===== config.mk =====
export PLATFORM = sky130hd
export DESIGN_NAME = jtag_status_output_register_packet
export DESIGN_NICKNAME = d
export VERILOG_FILES = /design/src/jtag_packet_pkg.sv /design/src/scan_pin_sync.sv /design/src/jtag_status_output_register_packet.sv
export SDC_FILE = /design/constraint.sdc
export NUM_CORES = 1
export LEC_CHECK = 0
export BUFFER_PORTS_ARGS = -buffer_cell sky130_fd_sc_hd__buf_4
export CORE_UTILIZATION = 53
export DETAILED_ROUTE_END_ITERATION = 8
export PLACE_DENSITY = 0.85
export SLEW_MARGIN = 20
export SYNTH_ARGS = -nofsm -noshare
export SYNTH_HDL_FRONTEND = slang
export SYNTH_SLANG_ARGS = --single-unit
export TNS_END_PERCENT = 5

===== constraint.sdc =====
create_clock -name core_clk -period 2.4 [get_ports core_clk]
set_input_delay 0.48 -clock core_clk [delete_from_list [all_inputs] [get_ports core_clk]]
set_output_delay 0.48 -clock core_clk [all_outputs]
set_load 0.01 [all_outputs]

===== src/jtag_packet_pkg.sv =====
package jtag_packet_pkg;

	// ----------------------------------------------------------------
	// Scan geometry and instruction codes
	// ----------------------------------------------------------------
	localparam int unsigned IR_WIDTH     = 8;
	localparam int unsigned CTRL_WIDTH   = 12;
	localparam int unsigned PACKET_WIDTH = 72;
	localparam logic [7:0]  INSTR_CONTROL = 8'h1A;    // Loads the 12-bit control register
	localparam logic [7:0]  INSTR_PACKET  = 8'h19;    // Loads the 72-bit register packet
	localparam logic [7:0]  INSTR_BYPASS  = 8'hFF;
	localparam logic [7:0]  IR_CAPTURE    = 8'h01;    // Fixed low 01 pattern on instruction capture

	// ----------------------------------------------------------------
	// Register indices within the packet map
	// ----------------------------------------------------------------
	localparam logic [7:0] REG_SUPPLY_FLAGS_A  = 8'h00;
	localparam logic [7:0] REG_SUPPLY_FLAGS_B  = 8'h01;
	localparam logic [7:0] REG_SUPPLY_FLAGS_C  = 8'h02;
	localparam logic [7:0] REG_DRIVEN_HIGH     = 8'h03;
	localparam logic [7:0] REG_DRIVEN_LOW      = 8'h04;
	localparam logic [7:0] REG_LOGIC_LEVELS    = 8'h06;
	localparam logic [7:0] REG_RESULT_LOW      = 8'h07;
	localparam logic [7:0] REG_RESULT_HIGH     = 8'h08;
	localparam logic [7:0] REG_INPUT_SELECT    = 8'h09;
	localparam logic [7:0] REG_DRIVE_HIGH      = 8'h0E;
	localparam logic [7:0] REG_DRIVE_LOW       = 8'h0F;
	localparam logic [7:0] REG_INPUT_OVERRIDE  = 8'h11;

	// ----------------------------------------------------------------
	// Byte positions inside the packet (low bit of each byte)
	// ----------------------------------------------------------------
	localparam int unsigned BYTE_FLAGS_A   = 64;
	localparam int unsigned BYTE_FLAGS_B   = 56;
	localparam int unsigned BYTE_FLAGS_C   = 48;
	localparam int unsigned BYTE_RES_LOW   = 40;
	localparam int unsigned BYTE_RES_HIGH  = 32;
	localparam int unsigned BYTE_SELECT    = 24;
	localparam int unsigned BYTE_INPUTS    = 16;
	localparam int unsigned BYTE_DRIVE_HI  = 8;
	localparam int unsigned BYTE_DRIVE_LO  = 0;

	// ----------------------------------------------------------------
	// Control register fields
	// ----------------------------------------------------------------
	localparam int unsigned CTRL_LOW_LSB    = 0;     // Low output byte mode, two bits
	localparam int unsigned CTRL_HIGH_LSB   = 2;     // High output byte mode, two bits
	localparam int unsigned CTRL_INPUT_LSB  = 4;     // Input byte mode, two bits
	localparam int unsigned CTRL_SELECT_WR  = 6;     // Enables selector writes
	localparam logic [1:0]  MODE_SETTINGS   = 2'h0;  // Read stored settings
	localparam logic [1:0]  MODE_LIVE       = 2'h1;  // Read live levels
	localparam logic [1:0]  MODE_WRITE      = 2'h2;  // Update takes the byte

	// ----------------------------------------------------------------
	// Reset values of the writable state
	// ----------------------------------------------------------------
	localparam logic [11:0] CTRL_RESET       = 12'h000;
	localparam logic [7:0]  DRIVE_HIGH_RESET = 8'h04;
	localparam logic [5:0]  DRIVE_LOW_RESET  = 6'h00;
	localparam logic [3:0]  SELECT_RESET     = 4'h0;
	localparam logic        ATTEN_RESET      = 1'b0;
	localparam logic [2:0]  OVERRIDE_RESET   = 3'h0;

	// ----------------------------------------------------------------
	// Test access port states, one-hot
	// ----------------------------------------------------------------
	typedef enum logic [15:0] {
		TAP_RESET      = 16'h0001,
		TAP_IDLE       = 16'h0002,
		TAP_SEL_DR     = 16'h0004,
		TAP_CAPTURE_DR = 16'h0008,
		TAP_SHIFT_DR   = 16'h0010,
		TAP_EXIT1_DR   = 16'h0020,
		TAP_PAUSE_DR   = 16'h0040,
		TAP_EXIT2_DR   = 16'h0080,
		TAP_UPDATE_DR  = 16'h0100,
		TAP_SEL_IR     = 16'h0200,
		TAP_CAPTURE_IR = 16'h0400,
		TAP_SHIFT_IR   = 16'h0800,
		TAP_EXIT1_IR   = 16'h1000,
		TAP_PAUSE_IR   = 16'h2000,
		TAP_EXIT2_IR   = 16'h4000,
		TAP_UPDATE_IR  = 16'h8000
	} tap_state_type;

	// ----------------------------------------------------------------
	// Carriers
	// ----------------------------------------------------------------
	typedef struct packed {
		logic tck;
		logic tms;
		logic tdi;
		logic trst_n;
	} scan_pins_type;

	typedef struct packed {
		logic [19:0] supply_flags;   // Comparator pairs, [19] is first input A
		logic [13:0] driven_levels;  // [13] is first output
		logic [2:0]  logic_levels;   // [2] is second input
		logic [11:0] result;         // Conversion result, [0] is D0
	} live_status_type;

	typedef struct packed {
		logic [7:0] drive_high;
		logic [5:0] drive_low;       // [5] is drive_setting_nine
		logic [2:0] override;        // [2] is second input
		logic [3:0] select;          // [0] is select bit zero
		logic       atten;
	} settings_type;

endpackage : jtag_packet_pkg


===== src/scan_pin_sync.sv =====
`timescale 1ns/1ps

module scan_pin_sync (
	input  wire logic                          core_clk,
	input  wire logic                          rst_n,
	input  wire jtag_packet_pkg::scan_pins_type pins,
	output jtag_packet_pkg::scan_pins_type      pins_sync,
	output logic                               tck_rise,
	output logic                               tck_fall
);

	typedef struct packed {
		jtag_packet_pkg::scan_pins_type meta;
		jtag_packet_pkg::scan_pins_type sync;
		logic                           tck_last;
	} sync_state_type;

	sync_state_type state;
	sync_state_type next_state;

	// ----------------------------------------------------------------
	// Two-stage capture; edges only look at the second stage
	// ----------------------------------------------------------------
	always_comb begin
		next_state          = state;
		next_state.meta     = pins;
		next_state.sync     = state.meta;
		next_state.tck_last = state.sync.tck;
	end

	// Reset parks the test reset asserted so the port starts in its reset state
	always_ff @(posedge core_clk) begin
		if (!rst_n) begin
			state <= '0;
		end else begin
			state <= next_state;
		end
	end

	// Edge pulses last one core cycle
	assign pins_sync = state.sync;
	assign tck_rise  = state.sync.tck & ~state.tck_last;
	assign tck_fall  = ~state.sync.tck & state.tck_last;

endmodule : scan_pin_sync


===== src/jtag_status_output_register_packet.sv =====
`timescale 1ns/1ps

// Summary of operation
// [RULE_01] Low byte mode 00 returns settings nine-fourteen
// [RULE_02] Low byte mode 01 returns driven levels
// [RULE_03] Non-functional packet bits always read one
// [RULE_04] Reset: drive high 04, low zero, selector zero
// [RULE_05] Reset clears the three override input bits
// [RULE_06] Status bytes follow live inputs, not constants
// [RULE_07] Status bytes read-only; selector, drives, override writable
// [RULE_08] Host loads control instruction, shifts 040
// [RULE_09] Host loads packet instruction, shifts 72 bits
// [RULE_10] Selector write picks input and starts conversion
// [RULE_11] Host waits about 100us before reading
// [RULE_12] Next 72-bit scan returns packet with result
// [RULE_13] Selector updates only while control bit six set
// [RULE_14] Capture and update on TAP states, LSB first

module jtag_status_output_register_packet (
	input  wire logic                             core_clk,
	input  wire logic                             rst_n,
	input  wire logic                             tck,
	input  wire logic                             tms,
	input  wire logic                             tdi,
	input  wire logic                             trst_n,
	output logic                                  tdo,
	output logic                                  tdo_oe,
	input  wire jtag_packet_pkg::live_status_type live,
	output jtag_packet_pkg::settings_type         settings,
	output logic                                  conversion_start
);

	// ----------------------------------------------------------------
	// State
	// ----------------------------------------------------------------
	typedef struct packed {
		jtag_packet_pkg::tap_state_type tap;
		logic [7:0]                     ir_shift;
		logic [7:0]                     ir;
		logic [11:0]                    ctrl;
		logic [71:0]                    dr_shift;
		jtag_packet_pkg::settings_type  set;
		logic                           start;
		logic                           tdo;
		logic                           tdo_oe;
	} packet_state_type;

	packet_state_type state;
	packet_state_type next_state;

	jtag_packet_pkg::scan_pins_type pins_raw;
	jtag_packet_pkg::scan_pins_type pins;
	logic                           tck_rise;
	logic                           tck_fall;
	logic [71:0]                    packet_image;

	// ----------------------------------------------------------------
	// Field positions of the partial bytes
	// ----------------------------------------------------------------
	// These partial fields sit high in their byte so the unused low bits read one; the input byte's bit 7 reads one too
	localparam int unsigned FLAGS_C_LSB  = jtag_packet_pkg::BYTE_FLAGS_C + 4;
	localparam int unsigned SELECT_LSB   = jtag_packet_pkg::BYTE_SELECT + 4;
	localparam int unsigned ATTEN_BIT    = jtag_packet_pkg::BYTE_SELECT + 3;
	localparam int unsigned INPUTS_LSB   = jtag_packet_pkg::BYTE_INPUTS + 4;
	localparam int unsigned DRIVE_LO_LSB = jtag_packet_pkg::BYTE_DRIVE_LO + 2;

	// ----------------------------------------------------------------
	// Helpers
	// ----------------------------------------------------------------
	// Packet bytes list the first index at the high bit
	function automatic logic [3:0] rev4(input logic [3:0] v);
		rev4 = {v[0], v[1], v[2], v[3]};
	endfunction : rev4

	function automatic logic [7:0] rev8(input logic [7:0] v);
		rev8 = {v[0], v[1], v[2], v[3], v[4], v[5], v[6], v[7]};
	endfunction : rev8

	function automatic jtag_packet_pkg::tap_state_type tap_next(
		input jtag_packet_pkg::tap_state_type s,
		input logic                           m
	);
		case (s)
			jtag_packet_pkg::TAP_RESET:      tap_next = m ? jtag_packet_pkg::TAP_RESET
			                                             : jtag_packet_pkg::TAP_IDLE;
			jtag_packet_pkg::TAP_IDLE:       tap_next = m ? jtag_packet_pkg::TAP_SEL_DR
			                                             : jtag_packet_pkg::TAP_IDLE;
			jtag_packet_pkg::TAP_SEL_DR:     tap_next = m ? jtag_packet_pkg::TAP_SEL_IR
			                                             : jtag_packet_pkg::TAP_CAPTURE_DR;
			jtag_packet_pkg::TAP_CAPTURE_DR: tap_next = m ? jtag_packet_pkg::TAP_EXIT1_DR
			                                             : jtag_packet_pkg::TAP_SHIFT_DR;
			jtag_packet_pkg::TAP_SHIFT_DR:   tap_next = m ? jtag_packet_pkg::TAP_EXIT1_DR
			                                             : jtag_packet_pkg::TAP_SHIFT_DR;
			jtag_packet_pkg::TAP_EXIT1_DR:   tap_next = m ? jtag_packet_pkg::TAP_UPDATE_DR
			                                             : jtag_packet_pkg::TAP_PAUSE_DR;
			jtag_packet_pkg::TAP_PAUSE_DR:   tap_next = m ? jtag_packet_pkg::TAP_EXIT2_DR
			                                             : jtag_packet_pkg::TAP_PAUSE_DR;
			jtag_packet_pkg::TAP_EXIT2_DR:   tap_next = m ? jtag_packet_pkg::TAP_UPDATE_DR
			                                             : jtag_packet_pkg::TAP_SHIFT_DR;
			jtag_packet_pkg::TAP_UPDATE_DR:  tap_next = m ? jtag_packet_pkg::TAP_SEL_DR
			                                             : jtag_packet_pkg::TAP_IDLE;
			jtag_packet_pkg::TAP_SEL_IR:     tap_next = m ? jtag_packet_pkg::TAP_RESET
			                                             : jtag_packet_pkg::TAP_CAPTURE_IR;
			jtag_packet_pkg::TAP_CAPTURE_IR: tap_next = m ? jtag_packet_pkg::TAP_EXIT1_IR
			                                             : jtag_packet_pkg::TAP_SHIFT_IR;
			jtag_packet_pkg::TAP_SHIFT_IR:   tap_next = m ? jtag_packet_pkg::TAP_EXIT1_IR
			                                             : jtag_packet_pkg::TAP_SHIFT_IR;
			jtag_packet_pkg::TAP_EXIT1_IR:   tap_next = m ? jtag_packet_pkg::TAP_UPDATE_IR
			                                             : jtag_packet_pkg::TAP_PAUSE_IR;
			jtag_packet_pkg::TAP_PAUSE_IR:   tap_next = m ? jtag_packet_pkg::TAP_EXIT2_IR
			                                             : jtag_packet_pkg::TAP_PAUSE_IR;
			jtag_packet_pkg::TAP_EXIT2_IR:   tap_next = m ? jtag_packet_pkg::TAP_UPDATE_IR
			                                             : jtag_packet_pkg::TAP_SHIFT_IR;
			jtag_packet_pkg::TAP_UPDATE_IR:  tap_next = m ? jtag_packet_pkg::TAP_SEL_DR
			                                             : jtag_packet_pkg::TAP_IDLE;
			default:                         tap_next = jtag_packet_pkg::TAP_RESET;
		endcase
	endfunction : tap_next

	// ----------------------------------------------------------------
	// Pin synchroniser; the scan clock is only sampled, never used as a clock
	// ----------------------------------------------------------------
	assign pins_raw = '{tck: tck, tms: tms, tdi: tdi, trst_n: trst_n};

	scan_pin_sync u_pin_sync (
		.core_clk  (core_clk),
		.rst_n     (rst_n),
		.pins      (pins_raw),
		.pins_sync (pins),
		.tck_rise  (tck_rise),
		.tck_fall  (tck_fall)
	);

	// ----------------------------------------------------------------
	// Packet image as seen on capture
	// ----------------------------------------------------------------
	// Status bytes are rebuilt from live inputs at capture time, so status is never stale
	always_comb begin
		logic [1:0] mode_in;
		logic [1:0] mode_hi;
		logic [1:0] mode_lo;
		mode_in = state.ctrl[jtag_packet_pkg::CTRL_INPUT_LSB +: 2];
		mode_hi = state.ctrl[jtag_packet_pkg::CTRL_HIGH_LSB +: 2];
		mode_lo = state.ctrl[jtag_packet_pkg::CTRL_LOW_LSB +: 2];
		packet_image = '1;                                                            // RULE_03
		// Comparator pairs fill the top bytes, first input at the high bit
		packet_image[jtag_packet_pkg::BYTE_FLAGS_A +: 8] = live.supply_flags[19:12];  // RULE_06
		packet_image[jtag_packet_pkg::BYTE_FLAGS_B +: 8] = live.supply_flags[11:4];   // RULE_06
		packet_image[FLAGS_C_LSB +: 4] = live.supply_flags[3:0];
		// Result runs D0 first from bit 3 of its low byte, whose top four bits read one
		packet_image[jtag_packet_pkg::BYTE_RES_LOW +: 4] = rev4(live.result[3:0]);
		packet_image[jtag_packet_pkg::BYTE_RES_HIGH +: 8] = rev8(live.result[11:4]);  // RULE_12
		packet_image[SELECT_LSB +: 4] = rev4(state.set.select);
		packet_image[ATTEN_BIT] = state.set.atten;
		// Input byte: stored override, live pin levels, or all ones in modes 2 and 3
		if (mode_in == jtag_packet_pkg::MODE_SETTINGS) begin
			packet_image[INPUTS_LSB +: 3] = state.set.override;
		end else if (mode_in == jtag_packet_pkg::MODE_LIVE) begin
			packet_image[INPUTS_LSB +: 3] = live.logic_levels;    // RULE_06
		end
		// High output byte
		if (mode_hi == jtag_packet_pkg::MODE_SETTINGS) begin
			packet_image[jtag_packet_pkg::BYTE_DRIVE_HI +: 8] = state.set.drive_high;
		end else if (mode_hi == jtag_packet_pkg::MODE_LIVE) begin
			packet_image[jtag_packet_pkg::BYTE_DRIVE_HI +: 8] = live.driven_levels[13:6];
		end
		// Low output byte, bits 1 and 0 stay one
		if (mode_lo == jtag_packet_pkg::MODE_SETTINGS) begin
			packet_image[DRIVE_LO_LSB +: 6] = state.set.drive_low; // RULE_01
		end else if (mode_lo == jtag_packet_pkg::MODE_LIVE) begin
			packet_image[DRIVE_LO_LSB +: 6] = live.driven_levels[5:0]; // RULE_02
		end
	end

	// ----------------------------------------------------------------
	// Port sequencing and register updates
	// ----------------------------------------------------------------
	always_comb begin
		logic [71:0] din;
		logic        is_ctrl;
		logic        is_packet;
		din       = state.dr_shift;
		is_ctrl   = (state.ir == jtag_packet_pkg::INSTR_CONTROL);
		is_packet = (state.ir == jtag_packet_pkg::INSTR_PACKET);
		next_state       = state;
		next_state.start = 1'b0;
		// Test reset is level sensitive and overrides any scan clock activity
		if (!pins.trst_n) begin
			next_state.tap    = jtag_packet_pkg::TAP_RESET;
			next_state.ir     = jtag_packet_pkg::INSTR_BYPASS;
			next_state.tdo_oe = 1'b0;
		end else if (tck_rise) begin
			// Capture and shift act in the state held at the rising edge
			case (state.tap)
				jtag_packet_pkg::TAP_CAPTURE_IR: begin
					next_state.ir_shift = jtag_packet_pkg::IR_CAPTURE;
				end
				jtag_packet_pkg::TAP_SHIFT_IR: begin
					next_state.ir_shift = {pins.tdi, state.ir_shift[7:1]};  // RULE_14
				end
				jtag_packet_pkg::TAP_CAPTURE_DR: begin
					if (is_packet) begin
						next_state.dr_shift = packet_image;  // RULE_14
					end else if (is_ctrl) begin
						next_state.dr_shift = {60'h0, state.ctrl};
					end else begin
						next_state.dr_shift = 72'h0;
					end
				end
				jtag_packet_pkg::TAP_SHIFT_DR: begin
					// Serial input enters at the top of the selected length
					if (is_packet) begin
						next_state.dr_shift = {pins.tdi, state.dr_shift[71:1]};  // RULE_14
					end else if (is_ctrl) begin
						next_state.dr_shift = {60'h0, pins.tdi, state.dr_shift[11:1]};
					end else begin
						next_state.dr_shift = {71'h0, pins.tdi};
					end
				end
				default: begin
				end
			endcase
			// Every detected rise walks the port one state
			next_state.tap = tap_next(state.tap, pins.tms);
		end else if (tck_fall) begin
			// Output changes on the falling edge so the host samples it stable
			next_state.tdo    = state.tap == jtag_packet_pkg::TAP_SHIFT_IR ? state.ir_shift[0]
			                                                                : state.dr_shift[0];
			next_state.tdo_oe = (state.tap == jtag_packet_pkg::TAP_SHIFT_IR) ||
			                    (state.tap == jtag_packet_pkg::TAP_SHIFT_DR);
			case (state.tap)
				jtag_packet_pkg::TAP_RESET: begin
					next_state.ir = jtag_packet_pkg::INSTR_BYPASS;
				end
				jtag_packet_pkg::TAP_UPDATE_IR: begin
					// An unknown code falls back to the one-bit bypass path
					next_state.ir = state.ir_shift;
				end
				jtag_packet_pkg::TAP_UPDATE_DR: begin
					// New control applies to the next capture, never to the scan in flight
					if (is_ctrl) begin
						next_state.ctrl = din[11:0];  // RULE_14
					end else if (is_packet) begin
						// Status bytes are never written back
						if (state.ctrl[jtag_packet_pkg::CTRL_SELECT_WR]) begin  // RULE_13
							next_state.set.select = rev4(din[SELECT_LSB +: 4]); // RULE_10
							next_state.set.atten  = din[ATTEN_BIT];  // RULE_10
							next_state.start      = 1'b1;  // RULE_10
						end
						if (state.ctrl[jtag_packet_pkg::CTRL_INPUT_LSB +: 2] ==
						    jtag_packet_pkg::MODE_WRITE) begin
							next_state.set.override = din[INPUTS_LSB +: 3]; // RULE_07
						end
						if (state.ctrl[jtag_packet_pkg::CTRL_HIGH_LSB +: 2] ==
						    jtag_packet_pkg::MODE_WRITE) begin
							next_state.set.drive_high = din[jtag_packet_pkg::BYTE_DRIVE_HI +: 8]; // RULE_07
						end
						if (state.ctrl[jtag_packet_pkg::CTRL_LOW_LSB +: 2] ==
						    jtag_packet_pkg::MODE_WRITE) begin
							next_state.set.drive_low = din[DRIVE_LO_LSB +: 6]; // RULE_07
						end
					end
				end
				default: begin
				end
			endcase
		end
	end

	// ----------------------------------------------------------------
	// Registers
	// ----------------------------------------------------------------
	// Test reset leaves the packet settings alone; only core reset restores them
	always_ff @(posedge core_clk) begin
		if (!rst_n) begin
			state.tap             <= jtag_packet_pkg::TAP_RESET;
			state.ir_shift        <= jtag_packet_pkg::IR_CAPTURE;
			state.ir              <= jtag_packet_pkg::INSTR_BYPASS;
			state.ctrl            <= jtag_packet_pkg::CTRL_RESET;
			state.dr_shift        <= 72'h0000_0000_0000_0000_00;
			state.set.drive_high  <= jtag_packet_pkg::DRIVE_HIGH_RESET;  // RULE_04
			state.set.drive_low   <= jtag_packet_pkg::DRIVE_LOW_RESET;   // RULE_04
			state.set.select      <= jtag_packet_pkg::SELECT_RESET;      // RULE_04
			state.set.atten       <= jtag_packet_pkg::ATTEN_RESET;
			state.set.override    <= jtag_packet_pkg::OVERRIDE_RESET;    // RULE_05
			state.start           <= 1'b0;
			state.tdo             <= 1'b0;
			state.tdo_oe          <= 1'b0;
		end else begin
			state <= next_state;
		end
	end

	// ----------------------------------------------------------------
	// Outputs
	// ----------------------------------------------------------------
	// The serial output only means something while its enable is high
	assign tdo              = state.tdo;
	assign tdo_oe           = state.tdo_oe;
	assign settings         = state.set;
	assign conversion_start = state.start;

endmodule : jtag_status_output_register_packet


**Word-level counts from Yosys, hierarchy flattened**

Index checks and enable logic that the tools add are counted.
Widths: inputs -> output; s select.

- Bits in registers: 150
- Bits of input ports: 55
- Logic and storage cells: 107

- Equal/unequal tests: 24
- Reductions and logical operators: 22
- Bitwise gates (word level): 11
- Multiplexer cells: 28

Operators with widths:

| operator | number |
|---|---|
| $pmux 16 s12 | 1 |
| $mux 72 | 2 |
| $pmux 72 s2 | 1 |
| $mux 16 | 2 |
| $pmux 8 s2 | 2 |
| $reduce_and 7->1 | 4 |
| $mux 12 | 2 |
| $mux 8 | 3 |
| $mux 6 | 3 |
| $mux 9 | 2 |
| $eq 16x1->1 const B | 1 |
| $eq 16x10->1 const B | 1 |
| $eq 16x11->1 const B | 1 |
| $eq 16x12->1 const B | 1 |
| $eq 16x13->1 const B | 1 |
| $eq 16x14->1 const B | 1 |
| $eq 16x15->1 const B | 1 |
| $eq 16x16->1 const B | 1 |
| $eq 16x2->1 const B | 1 |
| $eq 16x3->1 const B | 1 |
| $eq 16x4->1 const B | 1 |
| $eq 16x5->1 const B | 1 |
| $eq 16x6->1 const B | 1 |
| $eq 16x7->1 const B | 1 |
| other kinds (23) | 49 |

**Logic depth before layout (Yosys ltp)**

- Depth after elaboration: 5
- Depth in mapped cells: 9

**Hierarchy**

Synthesis repeated with hierarchy kept, for this count alone.

- Cells, all modules: 899
- Area, all modules: 7,434.6 um^2

Modules (own cells, without submodules):

| module | area each (um^2) | times used | seq. area each (um^2) | cells each |
|---|---|---|---|---|
| jtag_status_output_register_packet | 7,155.6 | 1 | 2,822.7 | 875 |
| scan_pin_sync | 279.0 | 1 | 180.2 | 24 |

**Least setup slack after synthesis**

OpenSTA, ideal clock, no wires.

- Path kind: register -> register
- Start: register state[130] (netlist name)
- End: register state[26] (netlist name)
- Path slack: 47 ps
- Data required time: 2,329 ps
- Stages on the path, launching flop included: 9
- Arrival time: 2,282 ps
- Setup time: 71 ps
- Path through: dfxtp_1 buf_4 nor4b_2 a22oi_4 or3_1 buf_2 buf_6 or4_1 a21oi_1

- Word-level cells in the longest chain between the ends: 3
- Elaborated cells between the ends (all ways): 5
- Classes of those cells: eq/ne: 2; mux: 1; reduce/logical: 2

RTL lines:

| element | RTL line | source |
|---|---|---|
| start, declared | jtag_status_output_register_packet.sv:48 | `packet_state_type state;` |
| start signal, assigned | jtag_status_output_register_packet.sv:290 | `state <= next_state;` |
| $eq 16x5->1 or $eq 16x4->1 (tied branches) | jtag_status_output_register_packet.sv:194 | `case (state.tap)` |
| $reduce_bool 2->1 (no source line) | -- |  |
| $reduce_and 3->1 (no source line) | -- |  |

Parallel ways exist; a longest one is shown, timed or not.
A chain may end at the register's enable or synchronous reset.

**Final worst setup path**

- Start: register state[131] (netlist name)
- End: register state[139] (netlist name)

- Word-level cells in the longest chain between the ends: 3
- Elaborated cells between the ends (all ways): 20
- Classes of those cells: eq/ne: 16; mux: 1; reduce/logical: 3

RTL lines:

| element | RTL line | source |
|---|---|---|
| $eq 16x9->1, or another cell as far along | jtag_status_output_register_packet.sv:83 | `case (s)` |
| $reduce_or 3->1 (no source line) or $reduce_or 2->1 (tied branches) | -- |  |
| $pmux 16 s12 (*) | jtag_status_output_register_packet.sv:83 |  |

Every way passes the cells marked *; elsewhere a longest branch is shown, timed or not.

==> results.json <==
{
  "power.density_mw_per_mm2": 639,
  "ys_seq_area_frac": 0.430,
  "arrival_ps": 2590,
  "postSynthAreaPerCell_sq_um": 8.69,
  "ys.flop_type": "dfxtp_1",
  "cts-root-buf": "clkbuf_16",
  "met3_length_um": 1030,
  "synth_edf_count": 0,
  "track_usage": 0.258,
  "fin_crit_sh": 0.935,
  "hold_viol": 0,
  "syn_area_sq_mm": 0.00698,
  "synth-seq-cells": 150,
  "rows": 41,
  "min_path_cells": 2,
  "numPortBuffers": 79,
  "synth_nets": 858,
  "ant_nets": 0,
  "path_max_fanout": 8,
  "skew_ps": 8.59,
  "die_width_um": 117,
  "die_h_um": 117,
  "cts-buffers-inserted": 17,
  "dr_wl_met2_um": 7990,
  "ys_types": 52,
  "holdWs_ps": 262,
  "diodes": 0,
  "worst-setup-path-type": "flop to flop",
  "hold_buffers": 0,
  "worst_path_max_delay_cell": "or4_1",
  "cts.sinks": 150,
  "final_cell_mix": "150 x dfxtp_1, 125 x buf_4, 88 x nor2_1",
  "rrSetupSlack_ps": 160,
  "r2r_cells": 7,
  "layout_commonest_cell": "dfxtp_1",
  "vias": 6188,
  "cts_max_path_buffers": 2,
  "fin_cells": 1049,
  "die_area_sq_mm": 0.0136,
  "relSlewSlack": 0.528,
  "globalRoute.totalOverflow": 0,
  "wl_met1_um": 7320,
  "place.gp.congestion": 0.896,
  "p_leak_uw": 0.00328,
  "highest_layer": "met4",
  "start_kind": "flop",
  "cts_tree": "built",
  "vdd_drop_max_mv": 0.445,
  "antenna_found_initial": 0,
  "hp-class": "primary input to flop",
  "fin_setup_tns_ps": 0,
  "grt_pass1_wl_um": 27500,
  "clk_pin_slew_ps": 60,
  "final_max_slew_viol_count": 0,
  "tightest_slew_ps": 707,
  "status": "complete, no violations",
  "place_inst": 1017,
  "wl_per_cell_um": 15.9,
  "placed_cell_area_sq_mm": 0.00779,
  "worstPathRequired_ps": 2740,
  "cpMostUsedCell": "buf_4",
  "drt-initial-drc-count": 550,
  "r2r_end": "state[139]",
  "design_area_sq_mm": 0.00841,
  "wl_um": 16700,
  "yosysWarnings": 0,
  "area_growth_pct": 20.6,
  "dr.pass1.iters": 5,
  "io_pins": 80,
  "synthCells": 803,
  "min_from": "tdi",
  "hpwlAfterDp_um": 10800,
  "grt_pass1_vias": 5778,
  "drc": 0,
  "grt_max_degree": 87,
  "max_freq_ghz": 0.446,
  "clk_latency_ps": 430,
  "finalSetupViolCount": 0,
  "synthArstFlopShare": 0,
  "reg2reg_from": "state[131]",
  "min_delay_worst_endpoint": "u_pin_sync.next_state[2]",
  "start_util": 0.548,
  "viasPerCell": 5.90,
  "fin_crit_ps": 2240,
  "drive_gt1_frac": 0.254,
  "cp-end-kind": "flop",
  "cp_cell_sequence": "buf_4 -> nor4_4 -> buf_4 -> nand4b_1 -> or2_2 -> or4_1 -> a21oi_1",
  "p_total_uw": 5380,
  "core-area_sq_mm": 0.0127,
  "htreeDepth": 4,
  "cpPeakStageDelay_ps": 400,
  "final_nets": 919,
  "rsz0062_at_grt": "no",
  "max-cap-violations": 0
}
[sequential cells by signal, summed over array words and instances, names as in the netlist]
| register | flops |
|---|---|
| u_pin_sync.next_state | 4 |
| conversion_start | 1 |
| state | 116 |
| u_pin_sync.pins_sync | 4 |
| u_pin_sync.state | 1 |
| tdo_oe | 1 |
| tdo | 1 |
| settings | 22 |
[area by class of cell]
| cell class | count | area, sq um |
|---|---|---|
| fill | 1020 | 4310 |
| multi-input combinational | 562 | 3550 |
| sequential | 150 | 3000 |
| timing repair buffer | 130 | 1030 |
| clock buffer | 18 | 439 |
| tap | 172 | 215 |
| clock inverter | 14 | 168 |
| inverter | 3 | 11.3 |
[per-layer routing]
layer | vias up | GRT usage
li1 | 2983 | -
met1 | 2926 | 0.332
met2 | 240 | 0.419
met3 | 39 | 0.0519
met4 | 0 | 0.116
met5 | - | 0
[timing repair]
item / in CTS / in global routing
buffers inserted: 0 / 0
gates resized for setup: 2 / 1
endpoints found under the setup margin: 12 / 2
[through the flow]
stage,util,setup slack (ps)
floorplan,-,47.4
global placement,0.613,39.7
detailed placement,0.613,5.46
CTS,0.661,136
global route,0.661,5.09
finish,0.661,157
[cells in the mapped netlist, types with 2 or more instances]
master     count  area [sq um]
nand4b_1       3          26.3
o211ai_1      18           135
nand2b_1       4          25.0
nand4_1       10          62.6
nor4_1         8          50.1
or4_1         12          90.1
a2111oi_0      7          61.3
nor4b_1        6          52.6
xor2_1         5          43.8
o21ai_0       26           130
inv_1          2          7.51
a22oi_1       39           293
and2_1        10          62.6
buf_6          2          22.5
and3_1         3          18.8
or3b_2         2          17.5
mux2_2        47           529
buf_4         23           173
a21oi_1       61           305
a31oi_1        9          56.3
and4_1         2          17.5
mux2i_1       23           230
nor3_1         7          35.0
a21o_1         9          67.6
o22ai_1        9          56.3
buf_2          4          20.0
dfxtp_1      150          3000
xnor2_1        2          17.5
clkbuf_1      55           206
nor4_4         3          63.8
nor2_1        88           330
nand2_1       86           323
buf_1          4          15.0
nand3_1       32           160
nor2b_1       15          93.8
[critical path: cells and delay by family, from the launching register on]
kind                   cells  cell delay (ps)
AO/OA/AOI/OAI              1              200
AND/OR/NAND/NOR            4             1250
flip-flops                 1              320
buffers and inverters      2              390
[worst max-delay path by stage]
stage | start | endpoint | cells after the start
2_1_floorplan | state[130] | state[26] | 8
3_3_place_gp | state[126] | state[91] | 7
3_5_place_dp | state[126] | state[86] | 7
4_1_cts | state[126] | state[46] | 6
5_1_grt | state[131] | state[139] | 7
6_report | state[131] | state[139] | 7
[power breakdown]
group          internal, uW  switching (uW)  total [uW]
clock network          1590            1120        2710
registers              2500            5.67        2500
logic                  90.3            73.8         164
total                  4180            1200        5380
[logic make-up after synthesis]
logic type | Yosys count | synth area share
DFF | 150 | 0.430
muxes | 71 | 0.112
and+or+nand+nor | 299 | 0.215
buffers and inverters | 91 | 0.0642
xor gates and xnor gates | 7 | 0.00879
AOI/OAI and AO/OA | 185 | 0.169
(Power assumes the default switching activity.)
